==> src/inc/lin_node_map.svh <==
// Timing and reset constants for the LIN node mode and reset control
`ifndef LIN_NODE_MAP_SVH
`define LIN_NODE_MAP_SVH

// Core clock rate
`define LN_MCLK_MHZ 100

// Reset delay after the regulated output is good, in ms
`define LN_RESET_DELAY_MS 100
`define LN_RESET_DELAY_CYCLES (`LN_RESET_DELAY_MS * 1000 * `LN_MCLK_MHZ)

// Reset reaction delay, in us
`define LN_RESET_REACTION_DELAY_US 10
`define LN_RESET_REACTION_CYCLES (`LN_RESET_REACTION_DELAY_US * `LN_MCLK_MHZ)

// Receive spike filter time constant, in ns
`define LN_RX_FILTER_NS 2800
`define LN_RX_FILTER_CYCLES ((`LN_RX_FILTER_NS * `LN_MCLK_MHZ + 999) / 1000)

// Bus wake-up filter, in cycles
`define LN_WAKE_CYCLES 16

// Counter widths
`define LN_RST_CNT_W 24
`define LN_RR_CNT_W 16
`define LN_RX_CNT_W 10
`define LN_WAKE_CNT_W 8

`endif

==> src/inc/lin_node_pkg.sv <==
// Types for the LIN node mode and reset control
package lin_node_pkg;

	// Operating states
	typedef enum logic [2:0] {
		ST_POR,
		ST_INI,
		ST_NORMAL,
		ST_SLEEP,
		ST_TSD
	} mode_t;

	// Synchronised comparator flags, hysteresis already applied
	typedef struct packed {
		logic supply_uv;
		logic vout_low;
		logic vout_bus_ok;
		logic over_temp;
	} supply_flags_t;

	// Whole state of the controller
	typedef struct packed {
		mode_t mode;
		logic [23:0] rst_cnt;
		logic [15:0] rr_cnt;
		logic [9:0] rx_cnt;
		logic [7:0] wake_cnt;
		logic bus_lvl;
		logic rxd;
		logic bus_dom;
		logic en_prev;
		logic reset_b;
	} ctl_state_t;

endpackage : lin_node_pkg

==> src/rtl/lin_node_mode_and_reset_control.sv <==
// Mode, reset and transceiver digital control of a LIN slave node
// Function
// - Supply undervoltage enters power-on-reset state
// - Supply recovery leaves reset, starts regulator init
// - Undervoltage in sleep ends in normal mode
// - Overtemperature: regulator off, reset, bus recessive
// - Cooling down reruns init regardless of pins
// - Thermal shutdown ignores local and remote wake
// - No transmit in sleep, shutdown, master reset
// - Bus level to receive output, spikes filtered
// - Transmit low drives bus dominant
// - Unconnected transmit input counts as high
// - Receive switches with comparator hysteresis
// - Reset released after output good 100 ms
// - Reset asserted after reaction delay, transients filtered
// - Bus driver active only above enable threshold
// - Power-up goes to normal regardless of enable
// - Outside undervoltage and overtemperature, regulator off only by enable high-then-low
// - Enable falling edge enters sleep
// - Sleep entry abandons any dominant transmission
// - Sleep left by bus activity when enable low
// - Enable held high keeps normal mode
// - Sleep: regulator off, bus recessive
`timescale 1ns/1ps
`include "lin_node_map.svh"

module lin_node_mode_and_reset_control #(
	parameter int RESET_DELAY_CYCLES = `LN_RESET_DELAY_CYCLES,
	parameter int RESET_REACTION_CYCLES = `LN_RESET_REACTION_CYCLES,
	parameter int RX_FILTER_CYCLES = `LN_RX_FILTER_CYCLES,
	parameter int WAKE_CYCLES = `LN_WAKE_CYCLES
) (
	// Clock and reset
	input wire logic mclk,
	input wire logic rst_b,
	// Analog condition flags
	input wire lin_node_pkg::supply_flags_t flags,
	// Controller side pins
	input wire logic en,
	input wire logic txd,
	input wire logic txd_driven,
	output logic rxd,
	output logic reset_out_b,
	// Bus comparator and driver
	input wire logic bus_above_hi,
	input wire logic bus_below_lo,
	output logic bus_drive_dom,
	// Power and mode status
	output logic regulator_on,
	output lin_node_pkg::mode_t mode
);

	lin_node_pkg::ctl_state_t st_reg;
	lin_node_pkg::ctl_state_t st_next;
	logic txd_eff;
	logic reg_active;
	logic bus_active;
	logic en_fall;
	logic en_rise;

	////////////////////////////////////////////////////////////////////////////
	// Derived conditions

	// Open pin pulls up, so the bus stays recessive
	assign txd_eff = txd | ~txd_driven;
	assign reg_active = (st_reg.mode == lin_node_pkg::ST_INI) ||
		(st_reg.mode == lin_node_pkg::ST_NORMAL);
	// Driver only once the output clears the bus-enable level
	assign bus_active = reg_active & flags.vout_bus_ok;
	assign en_fall = st_reg.en_prev & ~en;
	assign en_rise = ~st_reg.en_prev & en;

	////////////////////////////////////////////////////////////////////////////
	// Next-state logic
	always_comb begin
		st_next = st_reg;
		st_next.en_prev = en;

		// Mode sequencing; undervoltage outranks temperature
		if (flags.supply_uv) begin
			st_next.mode = lin_node_pkg::ST_POR;
		end else if (flags.over_temp) begin
			st_next.mode = lin_node_pkg::ST_TSD;
		end else begin
			unique case (st_reg.mode)
				lin_node_pkg::ST_POR: begin
					st_next.mode = lin_node_pkg::ST_INI;
				end
				lin_node_pkg::ST_TSD: begin
					st_next.mode = lin_node_pkg::ST_INI;
				end
				lin_node_pkg::ST_INI: begin
					// Enable level plays no part in power-up
					if (!flags.vout_low) begin
						st_next.mode = lin_node_pkg::ST_NORMAL;
					end
				end
				lin_node_pkg::ST_NORMAL: begin
					// Only a falling enable switches the regulator off
					if (en_fall) begin
						st_next.mode = lin_node_pkg::ST_SLEEP;
					end
				end
				lin_node_pkg::ST_SLEEP: begin
					if (en_rise || st_reg.wake_cnt == 8'(WAKE_CYCLES - 1)) begin
						st_next.mode = lin_node_pkg::ST_INI;
					end
				end
			endcase
		end

		// Bus wake filter; counts only in sleep, so shutdown ignores the bus
		if (st_reg.mode == lin_node_pkg::ST_SLEEP && !st_reg.bus_lvl) begin
			st_next.wake_cnt = st_reg.wake_cnt + 8'h01;
		end else begin
			st_next.wake_cnt = 8'h00;
		end

		// Driver follows transmit input, registered
		st_next.bus_dom = bus_active & ~txd_eff;

		// Comparator hysteresis; between thresholds the level holds
		if (bus_below_lo) begin
			st_next.bus_lvl = 1'b0;
		end else if (bus_above_hi) begin
			st_next.bus_lvl = 1'b1;
		end

		// Spike filter: a new level must persist the whole filter time
		if (st_reg.bus_lvl == st_reg.rxd) begin
			st_next.rx_cnt = 10'h000;
		end else if (st_reg.rx_cnt == 10'(RX_FILTER_CYCLES - 1)) begin
			st_next.rx_cnt = 10'h000;
			st_next.rxd = st_reg.bus_lvl;
		end else begin
			st_next.rx_cnt = st_reg.rx_cnt + 10'h001;
		end

		// Reset output timing
		st_next.rst_cnt = 24'h000000;
		st_next.rr_cnt = 16'h0000;
		if (!reg_active) begin
			// Regulator off: output is not good, hold reset now
			st_next.reset_b = 1'b0;
		end else if (st_reg.reset_b) begin
			if (flags.vout_low) begin
				if (st_reg.rr_cnt == 16'(RESET_REACTION_CYCLES - 1)) begin
					st_next.reset_b = 1'b0;
				end else begin
					st_next.rr_cnt = st_reg.rr_cnt + 16'h0001;
				end
			end
		end else if (!flags.vout_low) begin
			if (st_reg.rst_cnt == 24'(RESET_DELAY_CYCLES - 1)) begin
				st_next.reset_b = 1'b1;
			end else begin
				st_next.rst_cnt = st_reg.rst_cnt + 24'h000001;
			end
		end
	end

	////////////////////////////////////////////////////////////////////////////
	// State register
	always_ff @(posedge mclk or negedge rst_b) begin
		if (!rst_b) begin
			st_reg <= '{mode: lin_node_pkg::ST_POR, rst_cnt: 24'h000000,
				rr_cnt: 16'h0000, rx_cnt: 10'h000, wake_cnt: 8'h00,
				bus_lvl: 1'b1, rxd: 1'b1, bus_dom: 1'b0, en_prev: 1'b0,
				reset_b: 1'b0};
		end else begin
			st_reg <= st_next;
		end
	end

	// Outputs
	assign rxd = st_reg.rxd;
	assign reset_out_b = st_reg.reset_b;
	assign bus_drive_dom = st_reg.bus_dom;
	assign regulator_on = reg_active;
	assign mode = st_reg.mode;
endmodule : lin_node_mode_and_reset_control

==> config.mk <==
export PLATFORM = sky130hd
export DESIGN_NAME = lin_node_mode_and_reset_control
export DESIGN_NICKNAME = d
export VERILOG_FILES = /design/src/inc/lin_node_pkg.sv /design/src/rtl/lin_node_mode_and_reset_control.sv
export VERILOG_INCLUDE_DIRS = /design/src /design/src/inc
export SDC_FILE = /design/constraint.sdc
export NUM_CORES = 1
export LEC_CHECK = 0
export BUFFER_PORTS_ARGS = -buffer_cell sky130_fd_sc_hd__buf_2
export CAP_MARGIN = 25
export CORE_ASPECT_RATIO = 0.7
export CORE_UTILIZATION = 45
export DETAILED_ROUTE_END_ITERATION = 12
export SLEW_MARGIN = 0
export SYNTH_ARGS = -nofsm -noshare
export SYNTH_HDL_FRONTEND = slang
export SYNTH_SLANG_ARGS = --single-unit
==> constraint.sdc <==
create_clock -name mclk -period 4.8 [get_ports mclk]
set_clock_uncertainty 0.2 [all_clocks]
set_input_delay 0.48 -clock mclk [delete_from_list [all_inputs] [get_ports mclk]]
set_output_delay 0.48 -clock mclk [all_outputs]
set_load 0.02 [all_outputs]
# == After elaboration in Yosys (flattened, before gate mapping) ==
# Cells that the tools add are included.
# Widths: inputs -> output; s select.
# op_classes
muxes,24
addsub,4
bitwise,10
reduce_logical,9
n_eq_ne,12
# op_table
op,count
$mux 24,3
$mux 16,3
$mux 40,1
$add 24x1->24 const B,1
$eq 24x24->1 const B,1
$mux 10,2
$add 16x1->16 const B,1
$eq 16x10->1 const B,1
$mux 3,5
$ne 4x4->1 const B,3
$pmux 3 s4,1
$add 10x1->10 const B,1
$eq 10x9->1 const B,1
$add 8x1->8 const B,1
$eq 8x4->1 const B,1
$mux 1,8
$mux 8,1
$eq 3x2->1 const B,2
$not 1->1,5
$and 1x1->1,4
$eq 3x1->1 const B,1
$eq 3x3->1 const B,1
$logic_not 3->1,1
$reduce_and 3->1,1
8 further kinds,9
# word_totals
inputBits,11
ff_bits,66

# == Logic depth before layout (Yosys ltp) ==
# logic_depth
ltp_word,7
depth_mapped,7
mapped_depth_nobuf,5

# == Least setup slack after synthesis ==
# No wires, ideal clock.
# synth_timing
path_kind,register -> register
startpoint,register st_reg[39] (netlist name)
endpoint,register st_reg[47] (netlist name)
arrival_time_ns,1.731
path_buffers,2
path_stages_with_launch,8
setup_slack_ns,2.748
path_cell_list,dfrtp_1 > ha_1 > and3_1 > clkbuf_1 > nand2_1 > o31ai_2 > buf_2 > nor2_1
# synth_rtl
item,line,rtl
from (decl),lin_node_mode_and_reset_control.sv:53,lin_node_pkg::ctl_state_t st_reg;
from (signal assigned),lin_node_mode_and_reset_control.sv:166,"st_reg <= '{mode: lin_node_pkg::ST_POR, rst_cnt: 24'h000000,"
from (signal assigned),lin_node_mode_and_reset_control.sv:171,st_reg <= st_next;

# == Final worst setup path ==
# layout_timing
startpoint,register st_reg (netlist bit mode[0])
endpoint,output regulator_on
# layout_via
elab_chain_cells,2
elab_cells_between_ends,3
cone_classes,eq/ne: 2; reduce/logical: 1
# layout_rtl
item,line,rtl
$eq 3x1->1 / $eq 3x2->1 (equally long branches),"lin_node_mode_and_reset_control.sv:66, lin_node_mode_and_reset_control.sv:67",
$logic_or 1x1->1 (*),lin_node_mode_and_reset_control.sv:66,assign reg_active = (st_reg.mode == lin_node_pkg::ST_INI) ||
to (decl),lin_node_mode_and_reset_control.sv:49,"output logic regulator_on,"
# Every way passes the cells marked *; elsewhere a longest branch is shown, timed or not.

==> flow_summary.rst <==
.. list-table::
   :header-rows: 1

   * - Metric
     - Value
   * - Run status
     - completed
   * - Ant diodes
     - 0
   * - Ys Warns
     - 0
   * - Leakage
     - 1.47 nW
   * - Number of cell instances on the worst register-to-register path
     - 5
   * - Period utilisation layout
     - between 40% and 50%
   * - Number of buffers created by CTS
     - 9
   * - Synth Register Bits
     - 66
   * - Number of antenna violations at the first check in global routing
     - 0
   * - Wire length of the first global-routing pass
     - 10.2 mm
   * - Max IR drop VDD
     - 212 uV
   * - Max Cap Violations
     - 0
   * - Routed length per placed instance
     - 14.0 um
   * - CTS Hold Buffers Added
     - 0
   * - Overall die area
     - 7480 sq um
   * - Most instantiated flip-flop cell in the synthesis netlist
     - sky130_fd_sc_hd__dfrtp_1
   * - Final cell area excluding filler cells
     - 3590 sq um
   * - CP peak stage delay
     - ~420 ps
   * - RSZ-0062 raised after global routing
     - no
   * - Overall track demand over capacity in global routing
     - 18.4%
   * - Routability congestion estimate
     - 0.800
   * - Setup TNS after final layout
     - 0 ps
   * - Clock tree from TritonCTS
     - yes
   * - Share of final-layout standard cells stronger than drive strength 1
     - 12.4%
   * - Clock Tree Buf Depth
     - 2
   * - Worst min-delay path category
     - input pin to async pin
   * - Worst Path Required
     - around 4000 ps
   * - Area Overhead vs Synth
     - 12.0%
   * - Clock Sinks
     - 66
   * - Number of cells produced by synthesis
     - 321
   * - Pwr/cell area
     - 303 nW/um^2
   * - Cell Area, Placed
     - 3380 sq um
   * - Crit start category
     - register
   * - Max reg flops
     - 60
   * - Final-report hold violation count
     - 0
   * - Final Slew Violations
     - 0
   * - Critical path fanouts, max
     - 6
   * - Setup Fix Bufs, Post-CTS
     - 0
   * - Post-synthesis cell type count
     - 39
   * - Worst R2R Start
     - mode[0]
   * - Share of the synthesized area in the top cell type
     - 49.9%
   * - Library cell used as clock root buffer
     - sky130_fd_sc_hd__clkbuf_8
   * - Cells after DPL
     - 425
   * - Starting density of the core
     - approximately 47%
   * - Async set-reset flop share out of synthesis
     - 100%
   * - Clock latency on the worst-skew pair
     - 340 ps
   * - Number of synthesized flops with an enable pin
     - 0
   * - Vias in the first global route
     - 2077
   * - Top cells by area, synth
     - sky130_fd_sc_hd__dfrtp_1, sky130_fd_sc_hd__xor2_1, sky130_fd_sc_hd__nor2_1
   * - Area of the multi-input gates
     - 1480 sq um
   * - Chip height
     - 72.6 um
   * - HPWL after detailed placement
     - 4.18 mm
   * - Vias
     - 2380
   * - Worst-margin pin slew
     - 817 ps
   * - Fmax
     - 458 MHz
   * - Worst reg-to-reg setup slack
     - roughly 2600 ps
   * - Commonest cells after routing, fill and taps aside
     - sky130_fd_sc_hd__dfrtp_1, sky130_fd_sc_hd__nor2_1, sky130_fd_sc_hd__xor2_1
   * - Post-CTS Resized
     - 0
   * - Final #Nets
     - 357
   * - Startpoint-to-endpoint class of the critical path
     - register to output pin
   * - Total standard cell area after synthesis
     - 3210 sq um
   * - Average size of a mapped cell
     - ~10 sq um
   * - Footprint of the flip-flops and latches
     - 1650 sq um
   * - 1st-iter DRT viols
     - between 100 and 150
   * - Global route overflow
     - 0
   * - Mapped Nets
     - about 340
   * - Worst path slowest cell
     - sky130_fd_sc_hd__dfrtp_1
   * - Largest area contributor in the synthesized netlist
     - sky130_fd_sc_hd__dfrtp_1
   * - Setup crit start
     - mode[0]
   * - Non-filler cells in the finished layout
     - ~440
   * - Arrival time at the worst endpoint
     - 1510 ps
   * - Final routed DRC violation total
     - 0
   * - Filler cell count in the final layout
     - 657
   * - Rel. slew slack
     - 45.5%
   * - Routed vias/inst
     - 5.40
   * - Series of cell instances along the critical path
     - nand2b_1, a21oi_1, buf_2
   * - Port Buffer Count
     - 17
   * - Portion of the post-synthesis area used by sequential elements
     - 51.6%
   * - Final core utilization
     - a little over half
   * - Clock-pin slew on the worst setup and hold paths
     - about 70 ps
   * - Crit path capture type
     - output pin
   * - Top Ports
     - 18
   * - Width of the die
     - slightly above 100 um
   * - Total length of routed wires
     - 6.17 mm
   * - Commonest non-fill, non-tap cell in the layout
     - sky130_fd_sc_hd__dfrtp_1
   * - Length of the first detailed-routing pass in iterations
     - 4
   * - Final setup vio count
     - 0
   * - Placeable core region
     - approximately 6800 sq um
   * - Number of placement rows
     - 25
   * - Final min period
     - 2190 ps
   * - Clock H-tree levels
     - 3
   * - Pin count of the biggest net entering global routing
     - 39
   * - Count of nets left with antenna violations after detail routing
     - 0
## cell usage after synthesis (all sizes together) (2+ instances only)
cell	count
nand3	21
and4	5
dfstp	2
or4	8
clkbuf	4
inv	8
nor2	50
nor3	8
nor4	5
ha	4
nand2	20
xnor2	17
dfrtp	64
nand4	14
o21ai	4
and3	9
and2	3
buf	5
or3	5
nand2b	2
o31ai	8
nor4b	5
a21oi	12
xor2	24
nor3b	2
nor2b	2
## worst max-delay path, delay by kind of cell (launching register included)
family	cells	cell delay, ps
DFF	1	420
AOI/OAI and AO/OA	1	310
buffers and inverters	1	240
and+or+nand+nor	1	190
## worst paths after layout
path                                     end
worst max-delay path            regulator_on
worst min-delay path               st_reg[8]
worst max register to register    st_reg[54]
worst min register to register    st_reg[13]
max in group asynchronous         st_reg[57]
min in group mclk                  st_reg[4]
## cell families after synthesis
group                      count (synthesis)  synth area share [%]
AOI/OAI and AO/OA                         30                  6.12
adders and majority gates                  4                  1.56
muxes                                      1                 0.351
xor gates and xnor gates                  41                  11.2
and+or+nand+nor                          162                  26.8
buffers and inverters                     17                  2.42
DFF                                       66                  51.6
## through the flow
step           hold slack, ps  worst slack [ps]  power, W
4_1_cts                  32.5              2520   0.00110
6_report                 24.4              2610   0.00109
2_1_floorplan           -15.6              2750  0.000589
5_1_grt                  41.4              2360   0.00113
3_5_place_dp              248              2550  0.000610
3_3_place_gp              243              2530  0.000610
## power by group
| group | switching, W | leakage (nW) | internal [W] |
|---|---|---|---|
| combinational | 0.0000245 | 0.455 | 0.00000938 |
| sequential | 0.00000388 | 0.909 | 0.000560 |
| clock | 0.000219 | 0.102 | 0.000270 |
## final cells by class
cell class / instances / share of cell area (%)
clock inverters: 5 / 1.74
clock buffers: 11 / 4.21
inverters: 8 / 0.836
well taps: 94 / 3.27
flip-flops and latches: 66 / 46.0
repair buffers: 19 / 2.79
multi-input cells: 238 / 41.1
## metal layers
layer  vias up  GRT usage (%)  wire (um)
li1       1181              -          -
met1      1164           27.6       3280
met2        29           24.3       2580
met3         6           6.32        251
met4         0           6.89         59
met5         -              0          0
Note: power is estimated with default switching activity, not from simulation.
